$ cat config.mk
export PLATFORM = sky130hd
export DESIGN_NAME = qdsc_top
export DESIGN_NICKNAME = d
export VERILOG_FILES = /design/src/qdsc_pkg.sv /design/src/qdsc_sync.sv /design/src/qdsc_top.sv
export SDC_FILE = /design/constraint.sdc
export NUM_CORES = 1
export LEC_CHECK = 0
export BUFFER_PORTS_ARGS = -buffer_cell sky130_fd_sc_hd__buf_2
export CORE_MARGIN = 2
export CORE_UTILIZATION = 63
export CTS_BUF_LIST = sky130_fd_sc_hd__clkbuf_4
export DETAILED_ROUTE_END_ITERATION = 6
export PLACE_DENSITY = 0.82
export RECOVER_POWER = 50
export SLEW_MARGIN = 15
export SYNTH_ARGS = -nofsm -noshare
export SYNTH_HDL_FRONTEND = slang
export SYNTH_SLANG_ARGS = --single-unit
$ cat constraint.sdc
create_clock -name i_clk -period 3.4 [get_ports i_clk]
set_input_delay 0.17 -clock i_clk [delete_from_list [all_inputs] [get_ports i_clk]]
set_output_delay 0.17 -clock i_clk [all_outputs]
set_load 0.03 [all_outputs]
$ cat src/qdsc_pkg.sv
/*
 * package for the quad dac serial command decoder: command word layout,
 * command codes, address codes, timing counts.
 * assumes a 20 MHz system clock; the serial link is sampled by it.
 */
// Overview of operation
// - eight-bit operating state, live and stored; upper nibble mute, lower shutdown
// - power-up loads live operating state from stored copy; later loadable both ways
// - command word is 14 bits, MSB first: start, two control, three address, data
// - control 00 address 0-3 stores payload into that DAC's stored register
// - control 00 address 4 stores payload into stored operating state
// - control 01 address 0-3 writes live DAC register, updating only that output
// - control 01 address 4 writes live operating state, applied to every output
// - control 10 address 0-4 shifts selected stored register out; nothing else changes
// - control 11 address 0-3 copies stored DAC value into live, updating that output
// - control 11 address 4 copies stored operating state into live state
// - incoming bits shift into a 14-bit register, most significant first
// - data input sampled on serial clock rising edges only while select is low
// - select high ignores the link and holds serial output unchanged
// - serial output stays undriven until a valid read command and address arrive
// - serial output shifts in the same clocks in which input bits arrive
// - ready flag output reflects nonvolatile memory status
// - read data goes out in eight clocks after last address bit; released on select high
// - store holds ready flag low until done; host waits for it
// - power-up mutes outputs, disables link, loads DACs then state, then enables
package qdsc_pkg;
    localparam int WORD_BITS = 14;
    localparam int HEAD_BITS = 6;
    localparam int DATA_BITS = 8;
    localparam int NUM_DAC = 4;
    localparam int ADDR_STATE = 4;
    localparam logic [1:0] CMD_STORE = 2'h0;
    localparam logic [1:0] CMD_WRITE = 2'h1;
    localparam logic [1:0] CMD_READ = 2'h2;
    localparam logic [1:0] CMD_LOAD = 2'h3;
    localparam logic [2:0] ADDR_OPSTATE = 3'h4;
    localparam logic [7:0] NV_RESET = 8'h00;
    localparam logic [7:0] ALL_OFF = 8'hFF;
    localparam int CLK_HZ = 20000000;
    localparam int STORE_TIME_US = 13000;
    localparam int STORE_CYCLES = STORE_TIME_US * (CLK_HZ / 1000000);
    localparam int INIT_TIME_US = 80;
    localparam int INIT_CYCLES = INIT_TIME_US * (CLK_HZ / 1000000);
    localparam int CNT_W = 19;
endpackage : qdsc_pkg

$ cat src/qdsc_sync.sv
/*
 * two flip-flop synchroniser for one pin level.
 * assumes the input is asynchronous to i_clk.
 */
`timescale 1ns/10ps
module qdsc_sync
#(
    parameter logic INIT = 1'b0 // idle level of the pin, held through reset
)
(
    input wire logic i_clk,
    input wire logic i_rstn,
    input wire logic i_pin,
    output logic o_level
);
    logic meta_q;

    // first stage feeds only the second
    always_ff @(posedge i_clk or negedge i_rstn)
    begin
        if (!i_rstn)
        begin
            meta_q <= INIT;
            o_level <= INIT;
        end
        else
        begin
            meta_q <= i_pin;
            o_level <= meta_q;
        end
    end
endmodule : qdsc_sync

$ cat src/qdsc_top.sv
/*
 * serial command decoder: link receiver, command execution, stored and live
 * registers, power-up loader and store timer.
 * assumes select, serial clock and data arrive from outside the clock domain.
 */
`timescale 1ns/10ps
module qdsc_top
    import qdsc_pkg::*;
#(
    parameter int STORE_CNT = STORE_CYCLES,
    parameter int INIT_CNT = INIT_CYCLES
)
(
    input wire logic i_clk,
    input wire logic i_rstn,
    input wire logic i_sel_n,
    input wire logic i_sclk,
    input wire logic i_sdata,
    output logic o_sdata,
    output logic o_sdata_oe,
    output logic o_memory_ready_flag,
    output logic [31:0] o_dac_code,
    output logic [3:0] o_mute,
    output logic [3:0] o_shutdown
);
    // ***********************************************************
    // synchronised link pins
    // ***********************************************************
    logic sel_n_s;
    logic sclk_s;
    logic sdata_s;
    logic sclk_prev_q;

    qdsc_sync #(.INIT(1'b1)) u_sync_sel (.i_clk(i_clk), .i_rstn(i_rstn), .i_pin(i_sel_n), .o_level(sel_n_s));
    qdsc_sync #(.INIT(1'b0)) u_sync_clk (.i_clk(i_clk), .i_rstn(i_rstn), .i_pin(i_sclk), .o_level(sclk_s));
    qdsc_sync #(.INIT(1'b0)) u_sync_dat (.i_clk(i_clk), .i_rstn(i_rstn), .i_pin(i_sdata), .o_level(sdata_s));

    typedef enum logic [1:0] {QDSC_INIT, QDSC_IDLE, QDSC_STORE} qdsc_state_e;
    qdsc_state_e state_q;

    logic [WORD_BITS-1:0] shift_q;
    logic [3:0] count_q;
    logic [7:0] nv_q [0:NUM_DAC];
    logic [7:0] live_q [0:NUM_DAC-1];
    logic [7:0] opstate_q;
    logic [7:0] tx_q;
    logic [CNT_W-1:0] timer_q;
    logic [2:0] init_idx_q;
    logic pend_q;
    logic [1:0] pend_cmd_q;
    logic [2:0] pend_addr_q;
    logic [7:0] pend_data_q;

    // ***********************************************************
    // decode of the incoming word
    // ***********************************************************
    // link stays live during a store so the payload byte behind the header can arrive
    wire link_on = (state_q != QDSC_INIT) && !sel_n_s;
    wire rise = link_on && sclk_s && !sclk_prev_q;
    wire fall = link_on && !sclk_s && sclk_prev_q;
    wire [WORD_BITS-1:0] next_word = {shift_q[WORD_BITS-2:0], sdata_s};
    wire head_done = rise && (count_q == 4'(HEAD_BITS - 1));
    wire word_done = rise && (count_q == 4'(WORD_BITS - 1));
    wire [1:0] h_cmd = next_word[4:3];
    wire [2:0] h_addr = next_word[2:0];
    wire h_valid = next_word[5] && (h_addr <= ADDR_OPSTATE);
    wire [1:0] w_cmd = next_word[12:11];
    wire [2:0] w_addr = next_word[10:8];
    wire [7:0] w_data = next_word[7:0];
    wire w_valid = next_word[13] && (w_addr <= ADDR_OPSTATE);
    // store refused when every output is muted or shut down
    wire all_off = ((opstate_q[7:4] | opstate_q[3:0]) == 4'hF);

    // ***********************************************************
    // serial receiver and transmitter
    // ***********************************************************
    always_ff @(posedge i_clk or negedge i_rstn)
    begin
        if (!i_rstn)
        begin
            sclk_prev_q <= 1'b0;
            shift_q <= '0;
            count_q <= '0;
            tx_q <= '0;
            o_sdata <= 1'b0;
            o_sdata_oe <= 1'b0;
        end
        else
        begin
            sclk_prev_q <= sclk_s;
            if (sel_n_s)
            begin
                count_q <= '0;
                o_sdata_oe <= 1'b0;
            end
            else if (rise)
            begin
                shift_q <= next_word;
                count_q <= word_done ? 4'h0 : count_q + 4'h1;
                if (head_done && h_valid && h_cmd == CMD_READ)
                begin
                    tx_q <= nv_q[h_addr];
                    o_sdata_oe <= 1'b1;
                end
            end
            else if (fall && o_sdata_oe)
            begin
                o_sdata <= tx_q[7];
                tx_q <= {tx_q[6:0], 1'b0};
            end
        end
    end

    // ***********************************************************
    // registers, power-up loader and store timer
    // ***********************************************************
    always_ff @(posedge i_clk or negedge i_rstn)
    begin
        if (!i_rstn)
        begin
            state_q <= QDSC_INIT;
            timer_q <= '0;
            init_idx_q <= '0;
            for (int i = 0; i <= NUM_DAC; i++)
                nv_q[i] <= NV_RESET;
            for (int i = 0; i < NUM_DAC; i++)
                live_q[i] <= '0;
            opstate_q <= ALL_OFF;
            pend_q <= 1'b0;
            pend_cmd_q <= '0;
            pend_addr_q <= '0;
            pend_data_q <= '0;
        end
        else
        begin
            unique case (state_q)
                QDSC_INIT:
                begin
                    // dac registers first, operating state last
                    if (timer_q < CNT_W'(INIT_CNT))
                        timer_q <= timer_q + 1'b1;
                    else if (init_idx_q < 3'(NUM_DAC))
                    begin
                        live_q[init_idx_q[1:0]] <= nv_q[init_idx_q];
                        init_idx_q <= init_idx_q + 3'h1;
                    end
                    else
                    begin
                        opstate_q <= nv_q[ADDR_STATE];
                        timer_q <= '0;
                        state_q <= QDSC_IDLE;
                    end
                end
                QDSC_IDLE:
                begin
                    if (head_done && h_valid && h_cmd == CMD_STORE && !all_off)
                    begin
                        state_q <= QDSC_STORE;
                        timer_q <= '0;
                        pend_q <= 1'b0;
                    end
                    if (word_done && w_valid)
                    begin
                        unique case (w_cmd)
                            CMD_WRITE:
                                if (w_addr == ADDR_OPSTATE)
                                    opstate_q <= w_data;
                                else
                                    live_q[w_addr[1:0]] <= w_data;
                            CMD_LOAD:
                                if (w_addr == ADDR_OPSTATE)
                                    opstate_q <= nv_q[ADDR_STATE];
                                else
                                    live_q[w_addr[1:0]] <= nv_q[w_addr];
                            default:
                            begin
                            end
                        endcase
                    end
                end
                QDSC_STORE:
                begin
                    // capture the payload, then commit once the store time has run
                    if (word_done && !pend_q)
                    begin
                        pend_q <= 1'b1;
                        pend_cmd_q <= w_cmd;
                        pend_addr_q <= w_addr;
                        pend_data_q <= w_data;
                    end
                    if (timer_q < CNT_W'(STORE_CNT))
                        timer_q <= timer_q + 1'b1;
                    else
                    begin
                        if (pend_q && pend_cmd_q == CMD_STORE)
                            nv_q[pend_addr_q] <= pend_data_q;
                        pend_q <= 1'b0;
                        state_q <= QDSC_IDLE;
                    end
                end
                default:
                    state_q <= QDSC_INIT;
            endcase
        end
    end

    // ***********************************************************
    // outputs to the analog side
    // ***********************************************************
    always_ff @(posedge i_clk or negedge i_rstn)
    begin
        if (!i_rstn)
        begin
            o_dac_code <= '0;
            o_mute <= 4'hF;
            o_shutdown <= 4'h0;
            o_memory_ready_flag <= 1'b0;
        end
        else
        begin
            o_dac_code <= {live_q[3], live_q[2], live_q[1], live_q[0]};
            o_mute <= (state_q == QDSC_INIT) ? 4'hF : opstate_q[7:4];
            o_shutdown <= (state_q == QDSC_INIT) ? 4'h0 : opstate_q[3:0];
            o_memory_ready_flag <= (state_q == QDSC_IDLE);
        end
    end

    // ***********************************************************
    // assertions
    // ***********************************************************
    property p_mute_init;
        @(posedge i_clk) disable iff (!i_rstn)
        (state_q == QDSC_INIT) |=> (o_mute == 4'hF);
    endproperty
    a_mute_init: assert property (p_mute_init) else $error("outputs not muted during init");

    property p_oe_idle;
        @(posedge i_clk) disable iff (!i_rstn)
        sel_n_s |=> !o_sdata_oe;
    endproperty
    a_oe_idle: assert property (p_oe_idle) else $error("serial output driven while deselected");

    property p_hold_out;
        @(posedge i_clk) disable iff (!i_rstn)
        sel_n_s |=> $stable(o_sdata);
    endproperty
    a_hold_out: assert property (p_hold_out) else $error("serial output moved while deselected");

    property p_oe_read;
        @(posedge i_clk) disable iff (!i_rstn)
        $rose(o_sdata_oe) |-> $past(head_done) && $past(h_cmd) == CMD_READ;
    endproperty
    a_oe_read: assert property (p_oe_read) else $error("serial output enabled without read");

    property p_busy;
        @(posedge i_clk) disable iff (!i_rstn)
        (state_q == QDSC_STORE) |=> !o_memory_ready_flag;
    endproperty
    a_busy: assert property (p_busy) else $error("ready flag high during store");

    property p_write_dac;
        @(posedge i_clk) disable iff (!i_rstn)
        (state_q == QDSC_IDLE && word_done && w_valid && w_cmd == CMD_WRITE && w_addr == 3'h0)
            |=> live_q[0] == $past(w_data);
    endproperty
    a_write_dac: assert property (p_write_dac) else $error("dac 0 write lost");

    property p_write_state;
        @(posedge i_clk) disable iff (!i_rstn)
        (state_q == QDSC_IDLE && word_done && w_valid && w_cmd == CMD_WRITE && w_addr == ADDR_OPSTATE)
            |=> ##1 o_mute == $past(w_data, 2) >> 4;
    endproperty
    a_write_state: assert property (p_write_state) else $error("state write not applied");

    property p_bad_addr;
        @(posedge i_clk) disable iff (!i_rstn)
        (word_done && !w_valid) |=> $stable(opstate_q);
    endproperty
    a_bad_addr: assert property (p_bad_addr) else $error("invalid word changed state");

    property p_sample;
        @(posedge i_clk) disable iff (!i_rstn)
        (sel_n_s && state_q == QDSC_IDLE) |=> count_q == 4'h0;
    endproperty
    a_sample: assert property (p_sample) else $error("bits counted while deselected");
endmodule : qdsc_top

* Word-level counts from Yosys, hierarchy flattened
Cells that the tools add are included.
** Operators by class
- $add $sub $neg :: 3
- Magnitude comparators :: 14
- Eq/ne operators :: 24
- Muxes and demuxes :: 58
- Bitwise operators :: 11
- Reductions and logical operators :: 47
** Operators with widths (count)
- 32-bit 2-to-1 mux :: 5
- 8-bit 2-to-1 mux :: 17
- 32-bit case mux with 2 select lines :: 2
- 32-bit bitwise mux :: 3
- 19-bit 2-to-1 mux :: 4
- 8-bit binary-select mux with 3-bit select :: 3
- 19-bit case mux with 3 select lines :: 1
- 40-bit bitwise mux :: 1
- 8-bit demux with 2-bit select :: 2
- 8-bit case mux with 2 select lines :: 2
- 8-bit demux with 3-bit select :: 1
- 1-bit logical AND :: 20
- 4-bit 2-to-1 mux :: 5
- 19-bit by 1-bit adder with 19-bit output (second input constant) :: 1
- 19-bit by 11-bit less-than comparator with 1-bit output (second input constant) :: 1
- 19-bit by 18-bit less-than comparator with 1-bit output (second input constant) :: 1
- 3-bit inequality test (second input constant) :: 6
- 4-bit greater-or-equal comparator (second input constant) :: 4
- 3-bit inverter with 4-bit output :: 4
- 3-bit AND reduction :: 5
- 2-bit inequality test (second input constant) :: 7
- 7-bit AND reduction :: 2
- 2-bit nonzero test :: 6
- 4-bit equality test (second input constant) :: 2
- 25 further kinds :: 52
** Word-level totals
- Bits in registers :: 193
- Input bits :: 5
- Output and inout port bits :: 43

* Longest topological paths before layout
Gate-level depths: netlist of run 1.
- Word-level depth :: 10
- Depth in mapped cells :: 10

* By module
A second synthesis of run 1 with hierarchy kept.
** Unflattened totals
- Cell total of the unflattened synthesis :: 702
- Area total of the unflattened synthesis :: 8884.8 µm²
** By module, submodules not included
- qdsc_top :: instances 1, cells each 696, area an instance 8732.1 µm², sequential area each 4694.5 µm²
- qdsc_sync (u_sync_clk ...) :: instances 2, cells each 2, area an instance 50.0 µm², sequential area each 50.0 µm²
- qdsc_sync (u_sync_sel) :: instances 1, cells each 2, area an instance 52.6 µm², sequential area each 52.6 µm²

* Worst setup path before layout of run 1
Ideal clock, no wire load.
- Path type :: register to register
- Start :: register state_q[0]
- End :: register timer_q[7]
- Setup time :: 96 ps
- Arrival time :: 2604 ps
- Required time :: 3304 ps
- Setup slack :: 701 ps
- Stages on the path, launching flop included :: 11
- Path buffers :: 3
- Cells stage by stage :: dfrtp_1 inv_1 ha_1 nor4b_1 nand4_1 o21a_1 clkbuf_1 or4_1 buf_2 buf_6 o31ai_1
** Between the ends
- Longest elaborated chain between the ends :: 10
- Elaborated cells on any way between the ends :: 17
- Those cells by class :: eq/ne: 5; mux: 1; reduce/logical: 11
** Ends and longest elaborated chain
- from (decl) :: RTL line qdsc_top.sv:39 : qdsc_state_e state_q;
- from (signal assigned) :: RTL line qdsc_top.sv:121 : state_q <= QDSC_INIT;
- from (signal assigned) :: RTL line qdsc_top.sv:151 : state_q <= QDSC_IDLE;
- from (signal assigned) :: RTL line qdsc_top.sv:158 : state_q <= QDSC_STORE;
- 2-bit nonzero test :: RTL line qdsc_top.sv:58 : wire link_on = (state_q != QDSC_INIT) && !sel_n_s;
- 1-bit logical AND :: RTL line qdsc_top.sv:58
- 1-bit logical AND (2 in series) :: RTL line qdsc_top.sv:59 : wire rise = link_on && sclk_s && !sclk_prev_q;
- 1-bit logical AND :: RTL line qdsc_top.sv:62 : wire head_done = rise && (count_q == 4'(HEAD_BITS - 1));
- 1-bit logical AND (3 in series) :: RTL line qdsc_top.sv:156 : if (head_done && h_valid && h_cmd == CMD_STORE && !all_off)
- 2-bit inequality test (no source line)
- 4-bit AND reduction (no source line)
- to (signal assigned) :: RTL line qdsc_top.sv:141 : timer_q <= timer_q + 1'b1;
- to (signal assigned) :: RTL line qdsc_top.sv:192 : timer_q <= timer_q + 1'b1;
- to (decl) :: RTL line qdsc_top.sv:47 : logic [CNT_W-1:0] timer_q;
Several ways; a longest one is shown, not always the timed one.
A chain may end at the register's enable or synchronous reset.

* Worst setup path in the final report of run 1
- Start :: register state_q[0]
- End :: register live_q[4] (netlist bit)
** Between the ends
- Longest elaborated chain between the ends :: 8
- Elaborated cells on any way between the ends :: 17
- Those cells by class :: eq/ne: 7; mux: 1; reduce/logical: 9
** Ends and longest elaborated chain
- 2-bit nonzero test :: RTL line qdsc_top.sv:58
- 1-bit logical AND :: RTL line qdsc_top.sv:58
- 1-bit logical AND (2 in series) :: RTL line qdsc_top.sv:59
- 1-bit logical AND :: RTL line qdsc_top.sv:63 : wire word_done = rise && (count_q == 4'(WORD_BITS - 1));
- 1-bit logical AND :: RTL line qdsc_top.sv:162 : if (word_done && w_valid)
- 2-bit inequality test (no source line)
- 7-bit AND reduction (no source line)
- to (signal, indexed assignment) :: RTL line qdsc_top.sv:144 : live_q[init_idx_q[1:0]] <= nv_q[init_idx_q];
- to (signal, indexed assignment) :: RTL line qdsc_top.sv:169 : live_q[w_addr[1:0]] <= w_data;
- to (signal, indexed assignment) :: RTL line qdsc_top.sv:174 : live_q[w_addr[1:0]] <= nv_q[w_addr];
- to (decl) :: RTL line qdsc_top.sv:44 : logic [7:0] live_q [0:NUM_DAC-1];
Several ways; a longest one is shown, not always the timed one.

==> impl_metrics.env, run 1 <==
export IMPL_status="finished with violations"
export IMPL_r2r_start="state_q[0]$_DFFE_PN0P_"
export IMPL_synth_top_area_cell="dfrtp_1"
export IMPL_num_rows=43
export IMPL_critPathLaunch="state_q[0]$_DFFE_PN0P_"
export IMPL_postCtsSetupBuffers=0
export IMPL_internal_power_uw=2620
export IMPL_fin_cells=986
export IMPL_violations="capacitance limit, slew limit"
export IMPL_first_pass_iters=5
export IMPL_fin_skew_ns=0.0237
export IMPL_drt_iter0_markers=793
export IMPL_cp_data_arrival_time_ns=3.59
export IMPL_overflow=0
export IMPL_switching_share_pct=25.3
export IMPL_ctsRootBufferMaster="clkbuf_4"
export IMPL_p_seq_share_pct=65.6
export IMPL_fin_crit_sh_pct=91.3
export IMPL_layout_drive_gt1_share_pct=28.3
export IMPL_initial_core_util_pct=64.3
export IMPL_route_vias_total=6540
export IMPL_synth_edff_count=0
export IMPL_worstSetupPathType="register to register"
export IMPL_fin_crit_ns=3.11
export IMPL_timing_rr_end="live_q[4]$_DFFE_PN0P_"
export IMPL_synthFlopType="dfrtp_1"
export IMPL_cts_htree_levels=4
export IMPL_port_buffer_count=47
export IMPL_ant_nets=0
export IMPL_synth_top_area_share_pct=50.2
export IMPL_cp_max_fo=15
export IMPL_route_detailed_drc=0
export IMPL_crit_path_start_kind="register"
export IMPL_netSwitchingPower_uw=891
export IMPL_diodes=0
export IMPL_grt_max_degree=73
export IMPL_drt_total_wl_um=21200
export IMPL_fmax_mhz=322
export IMPL_power_uw=3510
export IMPL_netlist_top_cells_area="dfrtp_1 50%, mux2_2 11%, dfstp_2 4.1%"
export IMPL_core_area_sq_um=13900
export IMPL_crit_required_ns=3.88
export IMPL_seq_area_frac_synth_pct=54.3
export IMPL_fp_dieH_um=123
export IMPL_min_delay_path_depth=2
export IMPL_hold_viol=0
export IMPL_yosysMostFrequentCell="dfrtp_1"
export IMPL_routed_via_density=6.63
export IMPL_r2r_slack_ns=0.29
export IMPL_grt_use_total_pct=29.5
export IMPL_slew_violations=71
export IMPL_crit_chain="inv_1, ha_1, nor4b_2, buf_4, and4_1, a2bb2oi_1, nand2_1, mux2_2"
export IMPL_clk_latency_ns=0.60
export IMPL_grt_pass1_wl_um=34100
export IMPL_leakagePower_uw=0.00448
export IMPL_die_x_um=123
export IMPL_cts_tree="done"
export IMPL_worst_slew_pin_slew_ns=1.74
export IMPL_clk_pin_slew_ns=0.16
export IMPL_wire_per_inst_um=21.5
export IMPL_io_pins=48
export IMPL_finalWeightedCongestion=0.918
export IMPL_synthCells=743
export IMPL_drv_cap=2
export IMPL_fin_tns_setup_ns=0
export IMPL_clock_power_share_pct=32.7
export IMPL_synth_cell_types=58
export IMPL_yosysWarnings=0
export IMPL_relSlewSlack_pct=-16.3
export IMPL_cts_sinks=193
export IMPL_grt_pass1_vias=6328
export IMPL_vdd_drop_max_uv=179
export IMPL_ys_seq_elements=193
export IMPL_power_density_nw_per_um2=363
export IMPL_place_hpwl_um=14900
export IMPL_antenna_found_initial=0
export IMPL_fill_cells=949
export IMPL_synth_area_sq_um=8920
export IMPL_fin_nets=810
export IMPL_clock_path_buffers=2
export IMPL_holdCritPathClass="input pin to register"
export IMPL_synth_area_per_cell_sq_um=12.0
export IMPL_finalSetupViolCount=0
export IMPL_critPathCapture="live_q[4]$_DFFE_PN0P_"
export IMPL_syn_to_final_growth_pct=8.41
export IMPL_dp_cells=950
export IMPL_ys_async_sr_fraction_pct=100
export IMPL_syn_num_nets=760
export IMPL_max_stage_delay_ns=0.58
export IMPL_cts_buffers=17
export IMPL_combPwrFrac_pct=1.7
export IMPL_synth_commonest_cells="179 x dfrtp_1, 87 x mux2_2, 71 x nand2_1, 36 x clkbuf_1"
export IMPL_cpMaxStageDelayCell="a2bb2oi_1"
export IMPL_worstSetupEndpointType="register"
export IMPL_dieArea_sq_um=15100
export IMPL_ff2ff_path_depth=8
export IMPL_rsz0062_at_grt="false"
## flip-flops by register name, summed over array words and instances, names as in the netlist, 2 cells and up
name	flops
o_dac_code	32
pend_addr_q	3
live_q	32
count_q	4
timer_q	19
o_shutdown	4
tx_q	8
opstate_q	8
state_q	2
o_mute	4
shift_q	13
nv_q	40
pend_cmd_q	2
pend_data_q	8
init_idx_q	3
## routing by layer
metal / share of wire [%] / vias to the layer above / track usage [%]
li1: - / 2894 / -
met1: 42 / 3245 / 42.1
met2: 47 / 358 / 44.6
met3: 8.7 / 43 / 7.29
met4: 2.2 / 0 / 10.2
met5: 0 / - / 0
## kinds of logic after synthesis
group,Yosys count,share of synthesized area (%)
xor gates and xnor gates,1,0.0982
and+or+nand+nor,174,9.51
buffers and inverters,59,2.68
adders and majority gates,12,1.68
muxes,131,18.2
DFF,193,54.3
AOI/OAI and AO/OA,173,13.6
## power groups by stage
stage / registers (uW) / logic, uW / clock network, uW
final: 2310 / 59.6 / 1150
after floorplan: 2350 / 6.15 / 0
after global routing: 2310 / 70.2 / 1250
after detailed placement: 2350 / 63.0 / 0
after global placement: 2350 / 59.7 / 0
after CTS: 2310 / 66.3 / 1160
## worst min path at each step
| stage | start | endpoint |
|---|---|---|
| after floorplan | i_rstn | count_q[0]$_DFFE_PN0N_ |
| after global placement | i_rstn | count_q[1]$_DFFE_PN0N_ |
| after detailed placement | i_rstn | o_shutdown[1]$_DFF_PN0_ |
| after CTS | i_rstn | count_q[1]$_DFFE_PN0N_ |
| after global routing | i_sel_n | u_sync_sel.meta_q$_DFF_PN1_ |
| final | i_sel_n | u_sync_sel.meta_q$_DFF_PN1_ |
## repair_timing
action,CTS,global route
endpoints found under the hold margin,70,0
hold buffers,4,0
gates resized for setup,0,0
## layout make-up
type                    count  area [sq um]  area share, %
clock buffers              17           128           1.32
clock inverters            15           126           1.31
inverters                  15          56.3          0.582
multi-input cells         491          3840           39.7
flip-flops and latches    193          4850           50.1
well taps                 180           225           2.33
repair buffers             75           448           4.63
## worst max-delay path: cells and delay by family (launching register included)
kind            cells  cell delay [ns]
compound gates      1             0.58
fa+ha+maj           1             0.24
buf+inv             2             0.36
flops               1             0.45
mux                 1             0.38
simple gates        3             0.99
## cell usage in the layout, fill, tap and decap left out, types with 4 or more instances in the layout
cell,instances
a21oi_1,12
a221o_1,8
a221oi_1,7
a31oi_1,5
and3_1,4
buf_2,46
buf_4,21
clkbuf_4,18
dfrtp_1,179
dfstp_2,14
dlygate4sd3_1,4
ha_1,12
inv_1,14
inv_6,7
mux2_2,87
mux2i_1,28
mux4_2,16
nand2_1,71
nand3_1,12
nand4_1,7
nor2_1,33
nor2b_1,6
nor3_1,6
o21ai_0,35
o21ai_1,5
o22ai_1,35
o2bb2ai_1,9
o31ai_1,17
o41ai_1,19
or2_2,4
or4_1,5
## per-stage QoR
stage | area, sq um | utilization [%] | hold WS (ns) | setup WS, ns
after CTS | 9700 | 69.9 | 0.131 | 0.304
after global routing | 9670 | 69.7 | 0.185 | 0.146
final | 9670 | 69.7 | 0.208 | 0.294
after global placement | 9410 | 67.8 | 0.201 | 0.505
after detailed placement | 9410 | 67.8 | 0.218 | 0.342
after floorplan | 8920 | - | -0.126 | 0.701
(Power assumes the default switching activity.)
==> inputs of run 2 (changes only) <==
Clock period 3.4 ns to 3.12 ns, I/O delays scaled along.
==> run 2 against run 1 <==
  * The flow still finishes with violations (capacitance limit, slew limit)
  * Core utilization is 0.51 points higher
  * Sequential cell count unchanged
  * Non-clock buffer count rose by 6
  * Via count is 2.2% higher
  * Maximum frequency up 6.0%
  * Global-route usage up 0.76 points
  * Count of clock-buffer cells in the layout stayed put
  * Critical endpoint is now timer_q[18]$_DFFE_PN0P_
  * Worst setup slack worse by 0.11 ns
==> impl_metrics.env, run 2 (same netlist as run 1, synthesis figures left out) <==
export IMPL_grt_pass1_wl_um=34600
export IMPL_grt_max_degree=76
export IMPL_min_from="i_sel_n"
export IMPL_routed_via_density=6.73
export IMPL_fmax_mhz=341
export IMPL_r2r_slack_ns=0.19
export IMPL_largest_reg_flops=40
export IMPL_max_stage_delay_ns=0.58
export IMPL_antenna_found_initial=1
export IMPL_worstSetupPathType="register to register"
export IMPL_power_density_nw_per_um2=397
export IMPL_reg_top3="nv_q (40), live_q (32), o_dac_code (32)"
export IMPL_grt_pass1_vias=6478
export IMPL_design_area_sq_um=9750
export IMPL_status="finished with violations"
export IMPL_fin_tns_setup_ns=0
export IMPL_cp_top_family="simple AND/OR/NAND/NOR gates"
export IMPL_worst_slew_pin_slew_ns=1.50
export IMPL_dpl_cell_area_sq_um=9450
export IMPL_crit_chain="or4_4, o31ai_1, nor2_1, buf_4, nor3_1, a22oi_1"
export IMPL_cp_data_arrival_time_ns=3.38
export IMPL_drt_total_wl_um=21500
export IMPL_core_area_sq_um=13900
export IMPL_ant_nets=0
export IMPL_mostFrequentLayoutCells="179 x dfrtp_1, 87 x mux2_2, 71 x nand2_1"
export IMPL_ff2ff_path_depth=6
export IMPL_violations="capacitance limit, slew limit"
export IMPL_drt_iter0_markers=879
export IMPL_first_pass_iters=5
export IMPL_port_buffer_count=47
export IMPL_syn_to_final_growth_pct=9.21
export IMPL_cts_tree="done"
export IMPL_ctsRootBufferMaster="clkbuf_4"
export IMPL_drv_cap=1
export IMPL_initial_core_util_pct=64.3
export IMPL_rsz0062_at_grt="false"
export IMPL_cts_sinks=193
export IMPL_cts_buffers=17
export IMPL_fin_crit_sh_pct=93.9
export IMPL_wire_per_inst_um=21.7
export IMPL_fin_skew_ns=0.0278
export IMPL_min_delay_path_depth=2
export IMPL_grt_use_total_pct=30.3
export IMPL_fp_dieH_um=123
export IMPL_cts_htree_levels=4
export IMPL_final_common_cell="dfrtp_1"
export IMPL_dieArea_sq_um=15100
export IMPL_place_hpwl_um=15200
export IMPL_finalWeightedCongestion=0.973
export IMPL_num_rows=43
export IMPL_relSlewSlack_pct=-0.0873
export IMPL_whs_endpoint="u_sync_sel.meta_q$_DFF_PN1_"
export IMPL_slew_violations=36
export IMPL_postCtsSetupBuffers=0
export IMPL_leakagePower_uw=0.00453
export IMPL_fin_crit_ns=2.93
export IMPL_layout_drive_gt1_share_pct=29.1
export IMPL_vdd_drop_max_uv=323
export IMPL_fin_nets=816
export IMPL_clock_path_buffers=2
export IMPL_route_vias_total=6685
export IMPL_crit_path_start_kind="register"
export IMPL_cpMaxStageDelayCell="or4_4"
export IMPL_overflow=0
export IMPL_top_register="nv_q"
export IMPL_finalSetupViolCount=0
export IMPL_worstSetupEndpointType="register"
export IMPL_cp_max_fo=22
export IMPL_io_pins=48
export IMPL_hold_viol=0
export IMPL_crit_required_ns=3.57
export IMPL_clk_pin_slew_ns=0.16
export IMPL_timing_rr_end="timer_q[18]$_DFFE_PN0P_"
export IMPL_r2r_start="timer_q[13]$_DFFE_PN0P_"
export IMPL_route_detailed_drc=0
export IMPL_holdCritPathClass="input pin to register"
export IMPL_post_route_util_pct=70.2
export IMPL_clk_latency_ns=0.60
export IMPL_power_uw=3870
export IMPL_crit_buf_inv=1
export IMPL_die_x_um=123
-- run 2: changes by cell type in the layout (fill, tap and decap cells not counted), sizes merged --
cell	change
diode	+1
buf	+6
clkinvlp	-1
inv	+1
-- run 2: worst max-delay path by stage --
stage                       startpoint                      end  cells past startpoint
2_1_floorplan   state_q[0]$_DFFE_PN0P_   timer_q[7]$_DFFE_PN0P_                     10
3_3_place_gp   timer_q[13]$_DFFE_PN0P_   timer_q[6]$_DFFE_PN0P_                      5
3_5_place_dp   timer_q[13]$_DFFE_PN0P_   timer_q[6]$_DFFE_PN0P_                      5
4_1_cts        timer_q[13]$_DFFE_PN0P_   timer_q[3]$_DFFE_PN0P_                      5
5_1_grt        timer_q[13]$_DFFE_PN0P_  timer_q[18]$_DFFE_PN0P_                      6
6_report       timer_q[13]$_DFFE_PN0P_  timer_q[18]$_DFFE_PN0P_                      6
-- run 2: layer usage --
metal | track usage [%] | wire length (um)
met1 | 42.4 | 8840
met2 | 47.2 | 10100
met3 | 6.00 | 1890
met4 | 11.7 | 684
met5 | 0 | 0
-- run 2: power by group --
part,total [uW],switching (uW),leakage (uW),internal [uW]
registers,2510,4.44,0.00262,2510
clock network,1290,935,0.000152,357
logic,64.6,53.5,0.00176,11.1
-- run 2: metrics by stage --
step / setup slack, ns / instances / hold WS [ns]
floorplan: 0.421 / 743 / -0.140
global placement: 0.228 / 956 / 0.157
CTS: 0.152 / 992 / 0.0771
finish: 0.189 / 993 / 0.194
detailed placement: 0.181 / 956 / 0.167
global route: 0.0340 / 993 / 0.165
-- run 2: what timing repair did --
item                                    CTS  global route
endpoints found under the setup margin    0             6
resized for setup                         0             1
endpoints found under the hold margin    70             0
hold buffers                              4             0
-- run 2: layout make-up --
| type | instances | area, sq um |
|---|---|---|
| Multi-Input combinational cell | 491 | 3850 |
| Antenna cell | 1 | 2.50 |
| Tap cell | 180 | 225 |
| Fill cell | 970 | 4140 |
| Clock inverter | 15 | 144 |
| Clock buffer | 17 | 128 |
| Inverter | 15 | 56.3 |
| Timing Repair Buffer | 81 | 495 |
| Sequential cell | 193 | 4850 |
